## src/hw/clk_ctl_pkg.sv

```systemverilog
// Constants, register map and types for the system clock and standby control
// Notes on behaviour
// - Middle-speed mode makes the internal clock from the main oscillator divided by eight and is the mode after reset.
// - High-speed mode makes the internal clock at half the main oscillator frequency.
// - Low-speed mode makes the internal clock at half the sub oscillator frequency.
// - Setting the main clock stop bit halts the main oscillator for low-power running in low-speed mode; clearing it restarts it.
// - The stop instruction freezes the internal clock high and halts both oscillators.
// - With the stabilisation-select bit at zero, entering stop loads the prescaler with 0xFF and the timer with 0x01.
// - With the stabilisation-select bit at one, stop entry leaves prescaler and timer as software preloaded them.
// - After stop the prescaler counts the source chosen when stop was entered and its output clocks the timer.
// - An external interrupt in stop restarts the oscillators but holds the clock high until the timer underflows.
// - The wait instruction freezes the clock high with oscillators running and resumes at once on reset or interrupt.
// - Stop recovery counts the main oscillator divided by sixteen, or the sub oscillator if chosen; software disables the timer interrupt before stop.
// - After power on only the main oscillator runs and the sub oscillator pins serve as port pins.
package clk_ctl_pkg;

  localparam int ADDR_W = 12;

  // Printed offsets are not all word aligned: they are indices, byte address = 4 * index
  localparam logic [7:0] IDX_MISC = 8'h10;
  localparam logic [7:0] IDX_PRE = 8'h20;
  localparam logic [7:0] IDX_TMR = 8'h21;
  localparam logic [7:0] IDX_MODE = 8'h3B;
  localparam logic [7:0] IDX_CMD = 8'h40;
  localparam logic [7:0] IDX_STAT = 8'h41;

  localparam int MISC_STAB_BIT = 0;
  localparam int MISC_SRC_BIT = 1;
  localparam int MODE_SUB_EN_BIT = 4;
  localparam int MODE_MSTOP_BIT = 5;
  localparam int MODE_SPD_LSB = 6;
  localparam int CMD_STOP_BIT = 0;
  localparam int CMD_WAIT_BIT = 1;

  localparam logic [7:0] MISC_RST = 8'h00;
  localparam logic [7:0] MODE_RST = 8'h00;
  localparam logic [7:0] PRE_RST = 8'hFF;
  localparam logic [7:0] TMR_RST = 8'h01;
  localparam logic [7:0] PRE_STOP_LOAD = 8'hFF;
  localparam logic [7:0] TMR_STOP_LOAD = 8'h01;

  // Main oscillator rising edges per half period of the internal clock in middle-speed mode, minus one
  localparam logic [1:0] MID_HALF_LAST = 2'h3;
  // Main oscillator rising edges per recovery count tick, minus one
  localparam logic [3:0] REC_DIV_LAST = 4'hF;

  localparam logic [1:0] RESP_OKAY = 2'h0;
  localparam logic [1:0] RESP_SLVERR = 2'h2;

  typedef enum logic [1:0] {SPD_MID, SPD_HIGH, SPD_LOW} spd_t;
  typedef enum logic [1:0] {ST_RUN, ST_WAIT, ST_STOP, ST_RECOVER} state_t;

endpackage

```

## src/hw/clk_ctl.sv

```systemverilog
// System clock generator with speed modes, stop and wait handling, over AXI4-Lite
//
// The implementer's own choices: the register offsets and register access over AXI4-Lite.
`timescale 1ns/1ps
module clk_ctl
(
  // Clock and reset
  input wire logic aclk,
  input wire logic aresetn,
  // AXI4-Lite write address
  input wire logic [clk_ctl_pkg::ADDR_W-1:0] s_axi_awaddr,
  input wire logic s_axi_awvalid,
  output logic s_axi_awready,
  // AXI4-Lite write data
  input wire logic [31:0] s_axi_wdata,
  input wire logic [3:0] s_axi_wstrb,
  input wire logic s_axi_wvalid,
  output logic s_axi_wready,
  // AXI4-Lite write response
  output logic [1:0] s_axi_bresp,
  output logic s_axi_bvalid,
  input wire logic s_axi_bready,
  // AXI4-Lite read address
  input wire logic [clk_ctl_pkg::ADDR_W-1:0] s_axi_araddr,
  input wire logic s_axi_arvalid,
  output logic s_axi_arready,
  // AXI4-Lite read data
  output logic [31:0] s_axi_rdata,
  output logic [1:0] s_axi_rresp,
  output logic s_axi_rvalid,
  input wire logic s_axi_rready,
  // Oscillator pins
  input wire logic main_osc_in,
  input wire logic sub_osc_in,
  output logic main_osc_en,
  output logic sub_osc_en,
  output logic sub_pins_port_mode,
  // Interrupts
  input wire logic ext_irq,
  input wire logic irq_accept,
  // Internal clock
  output logic phi,
  output logic cpu_clk_held
);

  logic [2:0] main_s;
  logic [2:0] sub_s;
  logic [2:0] irq_s;
  logic main_l;
  logic sub_l;
  logic irq_l;
  logic main_rise;
  logic sub_rise;

  logic [7:0] misc_reg;
  logic [7:0] mode_reg;
  logic [7:0] pre_reg;
  logic [7:0] tmr_reg;
  logic [7:0] pre_rel_reg;
  logic [7:0] tmr_rel_reg;
  logic src_lat_reg;
  logic [3:0] rec_div_reg;
  logic [1:0] half_cnt_reg;
  clk_ctl_pkg::spd_t cur_spd_reg;
  clk_ctl_pkg::spd_t pend_spd;
  clk_ctl_pkg::state_t state_reg;

  logic aw_got;
  logic w_got;
  logic [7:0] aw_idx;
  logic aw_ok;
  logic [7:0] wbyte;
  logic wbyte_en;
  logic wr_fire;
  logic wr_misc;
  logic wr_mode;
  logic wr_pre;
  logic wr_tmr;
  logic wr_cmd;
  logic rd_fire;
  logic [7:0] ar_idx;
  logic [7:0] rd_byte;
  logic rd_ok;

  logic src_rise;
  logic toggle_ev;
  logic rec_tick;
  logic underflow;
  logic go_stop;
  logic go_wait;

  // Pin synchronisers: a level counts once the second and third stages agree
  always_ff @(posedge aclk)
  begin
    main_s <= {main_s[1:0], main_osc_in};
    sub_s <= {sub_s[1:0], sub_osc_in};
    irq_s <= {irq_s[1:0], ext_irq};
    if (!aresetn)
    begin
      // Track the resting oscillator pin level, so a pin parked high gives no false edge after reset
      main_l <= main_s[2];
      sub_l <= sub_s[2];
      irq_l <= 1'b0;
    end
    else
    begin
      if (main_s[1] == main_s[2])
        main_l <= main_s[2];
      if (sub_s[1] == sub_s[2])
        sub_l <= sub_s[2];
      if (irq_s[1] == irq_s[2])
        irq_l <= irq_s[2];
    end
  end

  assign main_rise = (main_s[1] == main_s[2]) && main_s[2] && !main_l;
  assign sub_rise = (sub_s[1] == sub_s[2]) && sub_s[2] && !sub_l;

  // Write channel: each ready is a one-cycle pulse, address and data taken in either order
  assign aw_idx = s_axi_awaddr[9:2];
  assign aw_ok = (s_axi_awaddr[1:0] == 2'h0) && (s_axi_awaddr[11:10] == 2'h0) &&
    (aw_idx == clk_ctl_pkg::IDX_MISC || aw_idx == clk_ctl_pkg::IDX_PRE ||
     aw_idx == clk_ctl_pkg::IDX_TMR || aw_idx == clk_ctl_pkg::IDX_MODE ||
     aw_idx == clk_ctl_pkg::IDX_CMD || aw_idx == clk_ctl_pkg::IDX_STAT);

  logic [7:0] awi_reg;
  logic awok_reg;

  always_ff @(posedge aclk)
  begin
    if (!aresetn)
    begin
      s_axi_awready <= 1'b0;
      s_axi_wready <= 1'b0;
      aw_got <= 1'b0;
      w_got <= 1'b0;
      awi_reg <= 8'h00;
      awok_reg <= 1'b0;
      wbyte <= 8'h00;
      wbyte_en <= 1'b0;
      s_axi_bvalid <= 1'b0;
      s_axi_bresp <= clk_ctl_pkg::RESP_OKAY;
    end
    else
    begin
      s_axi_awready <= s_axi_awvalid && !s_axi_awready && !aw_got && !s_axi_bvalid;
      s_axi_wready <= s_axi_wvalid && !s_axi_wready && !w_got && !s_axi_bvalid;
      if (s_axi_awvalid && s_axi_awready)
      begin
        aw_got <= 1'b1;
        awi_reg <= aw_idx;
        awok_reg <= aw_ok;
      end
      if (s_axi_wvalid && s_axi_wready)
      begin
        w_got <= 1'b1;
        wbyte <= s_axi_wdata[7:0];
        wbyte_en <= s_axi_wstrb[0];
      end
      if (wr_fire)
      begin
        aw_got <= 1'b0;
        w_got <= 1'b0;
        s_axi_bvalid <= 1'b1;
        s_axi_bresp <= awok_reg ? clk_ctl_pkg::RESP_OKAY : clk_ctl_pkg::RESP_SLVERR;
      end
      else if (s_axi_bvalid && s_axi_bready)
        s_axi_bvalid <= 1'b0;
    end
  end

  assign wr_fire = aw_got && w_got && !s_axi_bvalid;
  assign wr_misc = wr_fire && awok_reg && wbyte_en && awi_reg == clk_ctl_pkg::IDX_MISC;
  assign wr_mode = wr_fire && awok_reg && wbyte_en && awi_reg == clk_ctl_pkg::IDX_MODE;
  assign wr_pre = wr_fire && awok_reg && wbyte_en && awi_reg == clk_ctl_pkg::IDX_PRE;
  assign wr_tmr = wr_fire && awok_reg && wbyte_en && awi_reg == clk_ctl_pkg::IDX_TMR;
  assign wr_cmd = wr_fire && awok_reg && wbyte_en && awi_reg == clk_ctl_pkg::IDX_CMD;

  // Read channel
  assign ar_idx = s_axi_araddr[9:2];
  assign rd_fire = s_axi_arvalid && s_axi_arready;

  always_comb
  begin
    rd_ok = (s_axi_araddr[1:0] == 2'h0) && (s_axi_araddr[11:10] == 2'h0);
    rd_byte = 8'h00;
    unique case (ar_idx)
      clk_ctl_pkg::IDX_MISC: rd_byte = misc_reg;
      clk_ctl_pkg::IDX_PRE: rd_byte = pre_reg;
      clk_ctl_pkg::IDX_TMR: rd_byte = tmr_reg;
      clk_ctl_pkg::IDX_MODE: rd_byte = mode_reg;
      clk_ctl_pkg::IDX_CMD: rd_byte = 8'h00;
      clk_ctl_pkg::IDX_STAT: rd_byte = {1'b0, sub_osc_en, main_osc_en, phi, cur_spd_reg, state_reg};
      default: rd_ok = 1'b0;
    endcase
  end

  always_ff @(posedge aclk)
  begin
    if (!aresetn)
    begin
      s_axi_arready <= 1'b0;
      s_axi_rvalid <= 1'b0;
      s_axi_rdata <= 32'h0000_0000;
      s_axi_rresp <= clk_ctl_pkg::RESP_OKAY;
    end
    else
    begin
      s_axi_arready <= s_axi_arvalid && !s_axi_arready && !s_axi_rvalid;
      if (rd_fire)
      begin
        s_axi_rvalid <= 1'b1;
        s_axi_rdata <= {24'h00_0000, rd_ok ? rd_byte : 8'h00};
        s_axi_rresp <= rd_ok ? clk_ctl_pkg::RESP_OKAY : clk_ctl_pkg::RESP_SLVERR;
      end
      else if (s_axi_rvalid && s_axi_rready)
        s_axi_rvalid <= 1'b0;
    end
  end

  // Control registers; reset selects middle speed with the sub oscillator off
  always_ff @(posedge aclk)
  begin
    if (!aresetn)
    begin
      misc_reg <= clk_ctl_pkg::MISC_RST;
      mode_reg <= clk_ctl_pkg::MODE_RST;
    end
    else
    begin
      if (wr_misc)
        misc_reg <= wbyte;
      if (wr_mode)
        mode_reg <= wbyte;
    end
  end

  // Unused speed code 3 falls back to middle speed
  always_comb
  begin
    unique case (mode_reg[clk_ctl_pkg::MODE_SPD_LSB +: 2])
      2'h1: pend_spd = clk_ctl_pkg::SPD_HIGH;
      2'h2: pend_spd = clk_ctl_pkg::SPD_LOW;
      default: pend_spd = clk_ctl_pkg::SPD_MID;
    endcase
  end

  // Instructions arrive as command writes; stop wins over wait
  assign go_stop = wr_cmd && wbyte[clk_ctl_pkg::CMD_STOP_BIT] && state_reg == clk_ctl_pkg::ST_RUN;
  assign go_wait = wr_cmd && wbyte[clk_ctl_pkg::CMD_WAIT_BIT] && !wbyte[clk_ctl_pkg::CMD_STOP_BIT] &&
    state_reg == clk_ctl_pkg::ST_RUN;

  // Recovery count source: main / 16, or the sub oscillator if chosen when stop was entered
  assign rec_tick = state_reg == clk_ctl_pkg::ST_RECOVER &&
    (src_lat_reg ? sub_rise : (main_rise && rec_div_reg == clk_ctl_pkg::REC_DIV_LAST));
  assign underflow = rec_tick && pre_reg == 8'h00 && tmr_reg == 8'h00;

  always_ff @(posedge aclk)
  begin
    if (!aresetn)
      rec_div_reg <= 4'h0;
    else if (state_reg != clk_ctl_pkg::ST_RECOVER)
      rec_div_reg <= 4'h0;
    else if (main_rise)
      rec_div_reg <= rec_div_reg + 4'h1;
  end

  // Prescaler and timer: software preload, stop-entry load, recovery countdown
  always_ff @(posedge aclk)
  begin
    if (!aresetn)
    begin
      pre_reg <= clk_ctl_pkg::PRE_RST;
      tmr_reg <= clk_ctl_pkg::TMR_RST;
      pre_rel_reg <= clk_ctl_pkg::PRE_RST;
      tmr_rel_reg <= clk_ctl_pkg::TMR_RST;
      src_lat_reg <= 1'b0;
    end
    else if (go_stop)
    begin
      src_lat_reg <= misc_reg[clk_ctl_pkg::MISC_SRC_BIT];
      if (!misc_reg[clk_ctl_pkg::MISC_STAB_BIT])
      begin
        pre_reg <= clk_ctl_pkg::PRE_STOP_LOAD;
        tmr_reg <= clk_ctl_pkg::TMR_STOP_LOAD;
        pre_rel_reg <= clk_ctl_pkg::PRE_STOP_LOAD;
        tmr_rel_reg <= clk_ctl_pkg::TMR_STOP_LOAD;
      end
      // Otherwise the software preload stands untouched
    end
    else if (rec_tick)
    begin
      if (pre_reg != 8'h00)
        pre_reg <= pre_reg - 8'h01;
      else
      begin
        pre_reg <= pre_rel_reg;
        tmr_reg <= (tmr_reg == 8'h00) ? tmr_rel_reg : tmr_reg - 8'h01;
      end
    end
    else
    begin
      if (wr_pre)
      begin
        pre_reg <= wbyte;
        pre_rel_reg <= wbyte;
      end
      if (wr_tmr)
      begin
        tmr_reg <= wbyte;
        tmr_rel_reg <= wbyte;
      end
    end
  end

  // Standby state; reset leaves any state at once with no wait
  always_ff @(posedge aclk)
  begin
    if (!aresetn)
      state_reg <= clk_ctl_pkg::ST_RUN;
    else
    begin
      unique case (state_reg)
        clk_ctl_pkg::ST_RUN:
          if (go_stop)
            state_reg <= clk_ctl_pkg::ST_STOP;
          else if (go_wait)
            state_reg <= clk_ctl_pkg::ST_WAIT;
        clk_ctl_pkg::ST_WAIT:
          if (irq_accept || irq_l)
            state_reg <= clk_ctl_pkg::ST_RUN;
        clk_ctl_pkg::ST_STOP:
          if (irq_l)
            state_reg <= clk_ctl_pkg::ST_RECOVER;
        clk_ctl_pkg::ST_RECOVER:
          if (underflow)
            state_reg <= clk_ctl_pkg::ST_RUN;
      endcase
    end
  end

  // Oscillator enables; stop only cuts them once the clock is parked high
  always_ff @(posedge aclk)
  begin
    if (!aresetn)
    begin
      main_osc_en <= 1'b1;
      sub_osc_en <= 1'b0;
      sub_pins_port_mode <= 1'b1;
    end
    else
    begin
      main_osc_en <= !((mode_reg[clk_ctl_pkg::MODE_MSTOP_BIT] && cur_spd_reg == clk_ctl_pkg::SPD_LOW) ||
        (state_reg == clk_ctl_pkg::ST_STOP && phi));
      sub_osc_en <= mode_reg[clk_ctl_pkg::MODE_SUB_EN_BIT] && !(state_reg == clk_ctl_pkg::ST_STOP && phi);
      sub_pins_port_mode <= !mode_reg[clk_ctl_pkg::MODE_SUB_EN_BIT];
    end
  end

  // Clock generation: toggle on source edges, middle speed every fourth main edge
  assign src_rise = (cur_spd_reg == clk_ctl_pkg::SPD_LOW) ? sub_rise : main_rise;
  assign toggle_ev = src_rise &&
    (cur_spd_reg != clk_ctl_pkg::SPD_MID || half_cnt_reg == clk_ctl_pkg::MID_HALF_LAST);

  // A speed change is applied only while the clock is high at an edge of the old source,
  // and the high phase then runs on to the next toggle edge of the new one, so no short pulse
  always_ff @(posedge aclk)
  begin
    if (!aresetn)
    begin
      phi <= 1'b1;
      cur_spd_reg <= clk_ctl_pkg::SPD_MID;
      half_cnt_reg <= 2'h0;
      cpu_clk_held <= 1'b0;
    end
    else
    begin
      cpu_clk_held <= state_reg != clk_ctl_pkg::ST_RUN;
      if (src_rise && cur_spd_reg == clk_ctl_pkg::SPD_MID)
        half_cnt_reg <= half_cnt_reg + 2'h1;
      if (toggle_ev)
      begin
        if (!phi)
          phi <= 1'b1;
        else if (state_reg != clk_ctl_pkg::ST_RUN)
          phi <= 1'b1;
        else if (pend_spd != cur_spd_reg)
        begin
          cur_spd_reg <= pend_spd;
          half_cnt_reg <= 2'h0;
        end
        else
          phi <= 1'b0;
      end
    end
  end

endmodule

```

## config.mk

```make
export PLATFORM = sky130hd
export DESIGN_NAME = clk_ctl
export DESIGN_NICKNAME = d
export VERILOG_FILES = /design/src/hw/clk_ctl_pkg.sv /design/src/hw/clk_ctl.sv
export SDC_FILE = /design/constraint.sdc
export NUM_CORES = 1
export LEC_CHECK = 0
export BUFFER_PORTS_ARGS = -buffer_cell sky130_fd_sc_hd__buf_2
export CAP_MARGIN = 0
export CORE_UTILIZATION = 40
export CTS_CLUSTER_DIAMETER = 150
export DETAILED_ROUTE_END_ITERATION = 6
export PLACE_DENSITY = 0.69
export SYNTH_ARGS = -nofsm -noshare
export SYNTH_HDL_FRONTEND = slang
export SYNTH_SLANG_ARGS = --single-unit
export TNS_END_PERCENT = 1
```

## constraint.sdc

```tcl
create_clock -name aclk -period 4.1 [get_ports aclk]
set_input_delay 0.615 -clock aclk [delete_from_list [all_inputs] [get_ports aclk]]
set_output_delay 0.615 -clock aclk [all_outputs]
set_load 0.01 [all_outputs]
```

# Word level (Yosys, flattened, before mapping)
# Cells that the tools add are included.
# op_classes
n_reduce_logical	90
mux	45
addsub	4
eq_ne	39
bitwise	2
# ops
cell	n
2-to-1 mux 8 bit	16
== test 8 x 6 -> 1 bit (second input constant)	9
logical AND 1 bit	43
== test 8 x 7 -> 1 bit (second input constant)	5
case mux 8 bit (5 select lines)	1
== test 8 x 5 -> 1 bit (second input constant)	3
2-to-1 mux 2 bit	12
logical NOT 8 bit	2
subtractor 8 x 1 -> 8 bit (second input constant)	2
2-to-1 mux 1 bit	14
logical NOT 1 bit	13
logical NOT 2 bit	6
nonzero test 2 bit	6
== test 2 bit (second input constant)	5
!= test 2 bit (second input constant)	5
AND reduction 3 bit	3
logical OR 1 bit	8
case mux 2 bit (4 select lines)	1
AND reduction 4 bit	2
nonzero test 8 bit	1
!= test 2 x 1 -> 1 bit (second input constant)	3
!= test 3 bit (second input constant)	2
nonzero test 3 bit	2
OR reduction 6 bit	1
10 further kinds	15
# word_totals
output_inout_bits	46
in_bits	71
regBits	113
elab_cells	216

# Longest topological paths before layout
# depth
word_depth	11
mapped_depth	9
mapped_depth_nobuf	7

# Least setup slack after synthesis
# OpenSTA, ideal clock, no wires.
# synth_timing
path_kind	register -> register
start	register tmr_reg[2]
end	register tmr_reg[0]
path_buffers	1
arrival_ns	1.941
slack_ns	2.015
setup_time_ns	0.144
required_time_ns	3.956
path_stages_with_launch	7
synth_period_minus_slack_ns	2.085
path_cell_list	dfxtp_1 > or4_1 > buf_2 > nor3_4 > mux2_2 > a22oi_1 > o221ai_1
# synth_via
elab_chain_cells	5
# synth_rtl
element	line	rtl
start, declared	clk_ctl.sv:58	logic [7:0] tmr_reg;
start signal, assigned	clk_ctl.sv:274	tmr_reg <= clk_ctl_pkg::TMR_RST;
start signal, assigned	clk_ctl.sv:285	tmr_reg <= clk_ctl_pkg::TMR_STOP_LOAD;
start signal, assigned	clk_ctl.sv:298	tmr_reg <= (tmr_reg == 8'h00) ? tmr_rel_reg : tmr_reg - 8'h01;
logical NOT 8 bit	clk_ctl.sv:298	
2-to-1 mux 8 bit	clk_ctl.sv:298	
2-to-1 mux 8 bit	clk_ctl.sv:293	if (pre_reg != 8'h00)
2-to-1 mux 8 bit	clk_ctl.sv:291	else if (rec_tick)
2-to-1 mux 8 bit	clk_ctl.sv:279	else if (go_stop)
# No other way between the ends. The select of a mux whose other input is x is not followed.
# A chain may end at the register's enable or synchronous reset.

# Worst setup path in the final report
# layout_timing
start	register pre_reg[0]
end	register tmr_reg[4]
# layout_via
elab_chain_cells	3
# layout_rtl
element	line	rtl
start, declared	clk_ctl.sv:57	logic [7:0] pre_reg;
start signal, assigned	clk_ctl.sv:273	pre_reg <= clk_ctl_pkg::PRE_RST;
start signal, assigned	clk_ctl.sv:284	pre_reg <= clk_ctl_pkg::PRE_STOP_LOAD;
start signal, assigned	clk_ctl.sv:294	pre_reg <= pre_reg - 8'h01;
nonzero test 8 bit	clk_ctl.sv:293	
!= test 3 bit (no line)	-	
AND reduction 3 bit (no line)	-	
end signal, assigned	clk_ctl.sv:285	
end signal, assigned	clk_ctl.sv:298	
end signal, assigned	clk_ctl.sv:310	tmr_reg <= wbyte;
# No other way between the ends.

==> flow_summary.json <==
{
  "syn_inst": 658,
  "grt_util_all_layers_pct": 20.39,
  "final_area_um2": 6282,
  "synthFlopType": "dfxtp_1",
  "ant_nets": 0,
  "area_growth_syn_to_layout_pct": 11.68,
  "worst_pin_slew_ns": 0.9625,
  "wl_per_cell_um": 16.15,
  "place_hpwl_um": 10460,
  "reg2regPathDepth": 7,
  "firstDrtPassIters": 5,
  "crit_slowest_cell": "or4b_1",
  "cts_buffer_depth": 2,
  "htree_num_levels": 3,
  "initial_core_util_pct": 41.82,
  "port_buffers": 63,
  "synth.yosys.seq_area_share_pct": 39.86,
  "die_width_um": 120.6,
  "r2r_setup_slack_ns": 1.52,
  "hold_class": "flop to flop",
  "hold_end": "sub_s[1]$_DFF_P_",
  "grt_start_max_net_pins": 41,
  "cp_slowest_stage_delay_ns": 0.60,
  "rsz0062_at_grt": "no",
  "crit_fanout": 9,
  "hold_buffers": 0,
  "placed_cell_area_um2": 5956,
  "cts_setup_buffers": 0,
  "crit_type": "flop to flop",
  "synth_edf_count": 2,
  "root_buffer": "clkbuf_16",
  "drtIter0Drc": 413,
  "cts_made_buffers": 9,
  "r2r_start": "pre_reg[0]$_SDFFE_PN1P_",
  "core.rowCount": 42,
  "cts.sinks": 111,
  "async_reset_ff_share_pct": 0,
  "status": "completed",
  "synth.distinct_cells": 81,
  "diodes": 0,
  "vias": 5076,
  "die_y_um": 120.6,
  "r2r_end": "tmr_reg[4]$_SDFFE_PN0P_",
  "slew_viol_final": 0,
  "grt_first_pass_wirelength_um": 23400,
  "drive_above_1_share_pct": 15.28,
  "die-area_um2": 14540,
  "synth_seq_cells": 111,
  "setup_tns_ns": 0,
  "netlist_area_um2": 5625,
  "cp-start-kind": "flop",
  "power_density_nw_per_um2": 350.8,
  "period_needed_ns": 2.583,
  "min_path_cells": 0,
  "gp_congestion": 0.9229,
  "finClkSkew_ns": 0.009169,
  "grt_overflow": 0,
  "core_area_um2": 13450,
  "syn_avg_cell_area_um2": 8.549,
  "max-slew-margin-rel_pct": 35.30,
  "io_pins": 117,
  "cts_tree": "built",
  "hold_path_startpoint": "sub_s[0]$_DFF_P_",
  "grt_antenna_before_repair": 0,
  "setup_viol": 0,
  "final_nets": 781,
  "insertion_delay_ns": 0.36,
  "endpoint_kind": "flop",
  "p_leak_uw": 0.002506,
  "drt-total-wl_um": 14260,
  "clkTransAtPathRegs_ns": 0.07,
  "fin_crit_sh_pct": 63.00,
  "max_freq_mhz": 387.1,
  "path_cells": "inv_1 -> ha_1 -> or4b_1 -> nor2_2 -> a21oi_1 -> a211oi_2 -> o22ai_1",
  "arrival_ns": 2.79,
  "cp.required_ns": 4.31,
  "yosys_warnings": 0,
  "grt_pass1_vias": 4689,
  "vdd_drop_max_mv": 0.3113,
  "hold_viol": 0,
  "vias_per_cell": 5.749,
  "cts_resized": 0,
  "drc_errors": 0,
  "cap_violations": 0
}
==> metal layers <==
| metal | up-vias | GRT usage (%) | share of wire (%) |
|---|---|---|---|
| met2 | 180 | 34.20 | 48 |
| met1 | 2422 | 25.60 | 44 |
| li1 | 2448 | - | - |
| met3 | 26 | 4.151 | 5.3 |
| met5 | - | 0 | 0 |
| met4 | 0 | 7.948 | 2.5 |
==> cells in the final DEF (no fill, tap or decap), drive strengths merged, types with 8 or more instances in the layout <==
master | Yosys | final
nand2 | 75 | 75
a22o | 10 | 10
o21ai | 14 | 14
inv | 18 | 23
clkbuf | 21 | 10
nor4 | 10 | 10
nand2b | 12 | 12
nor2 | 49 | 49
nand4 | 8 | 8
o22ai | 9 | 9
ha | 8 | 8
nand3 | 14 | 14
buf | 37 | 66
mux2i | 26 | 26
a21oi | 54 | 54
nor3 | 38 | 38
conb | 1 | 26
dfxtp | 109 | 109
a22oi | 8 | 8
==> worst max path at each step <==
stage | startpoint | to | slack, ns | cells after the start
4_1_cts | pre_reg[0]$_SDFFE_PN1P_ | tmr_reg[0]$_SDFFE_PN1P_ | 1.56 | 7
3_5_place_dp | state_reg[0]$_SDFFE_PN0P_ | tmr_rel_reg[5]$_SDFFE_PN0P_ | 1.59 | 6
5_1_grt | state_reg[0]$_SDFFE_PN0P_ | tmr_rel_reg[2]$_SDFFE_PN0P_ | 1.28 | 6
3_3_place_gp | state_reg[0]$_SDFFE_PN0P_ | tmr_rel_reg[7]$_SDFFE_PN0P_ | 1.63 | 6
2_1_floorplan | tmr_reg[2]$_SDFFE_PN0P_ | tmr_reg[0]$_SDFFE_PN1P_ | 2.01 | 6
6_report | pre_reg[0]$_SDFFE_PN1P_ | tmr_reg[4]$_SDFFE_PN0P_ | 1.52 | 7
==> stage by stage <==
step	instances	util [%]	setup WS, ns	total power [uW]	hold WS (ns)
final	883	46.70	1.517	2204	0.3327
after global routing	883	46.70	1.282	2280	0.3394
after CTS	883	46.70	1.564	2217	0.3358
after detailed placement	867	44.27	1.592	1259	0.3150
after global placement	867	44.27	1.627	1255	0.3137
after floorplan	683	-	2.015	1227	0.3096
==> worst max-delay path: cells and delay by family (launching register included) <==
family / cells / cell delay, ns
AO/OA/AOI/OAI: 3 / 0.85
adder cells (fa/ha/maj): 1 / 0.17
buffers and inverters: 1 / 0.12
flip-flops: 1 / 0.38
AND/OR/NAND/NOR: 2 / 0.91
==> power breakdown <==
group	internal (uW)	switching, uW	leakage, uW
Combinational	42.6	77.2	0.00144
Sequential	1100	17.2	0.000905
Clock	547	421	0.000160
==> logic make-up (layout without fill, tap and decap cells) <==
logic type / count (synthesis) / after routing / synth area share [%]
buffers and inverters: 77 / 101 / 6.984
other: 1 / 26 / 0.06666
and+or+nand+nor: 262 / 262 / 24.20
AOI/OAI and AO/OA: 159 / 159 / 20.04
adders and majority gates: 8 / 8 / 1.779
DFF: 111 / 111 / 39.86
muxes: 32 / 32 / 5.827
xor gates and xnor gates: 8 / 8 / 1.246
==> final cells by class <==
type	instances	area, um^2
Inverter	19	71.32
Timing Repair Buffer	66	337.8
Clock inverter	6	97.59
Multi-Input combinational cell	495	3084
Sequential cell	111	2242
Fill cell	1313	7171
Clock buffer	10	229.0
Tap cell	176	220.2
==> Yosys cell counts (7+ instances only) <==
master | count | share of area, %
inv_1 | 18 | 1.2
nor2b_1 | 7 | 0.78
ha_1 | 8 | 1.8
buf_4 | 26 | 3.5
nor3_1 | 36 | 3.2
a22o_1 | 9 | 1.4
dfxtp_1 | 109 | 39
buf_1 | 8 | 0.53
nand3_1 | 14 | 1.2
nand2b_1 | 12 | 1.3
o21ai_0 | 13 | 1.2
clkbuf_1 | 19 | 1.3
a21oi_1 | 52 | 4.6
o22ai_1 | 9 | 1.0
mux2i_1 | 26 | 4.6
and3_1 | 7 | 0.78
a22oi_1 | 8 | 1.1
nand4_1 | 8 | 0.89
nor2_1 | 48 | 3.2
nor4_1 | 9 | 1.0
nand2_1 | 75 | 5.0
No activity file was read; power rests on OpenSTA's default activity.
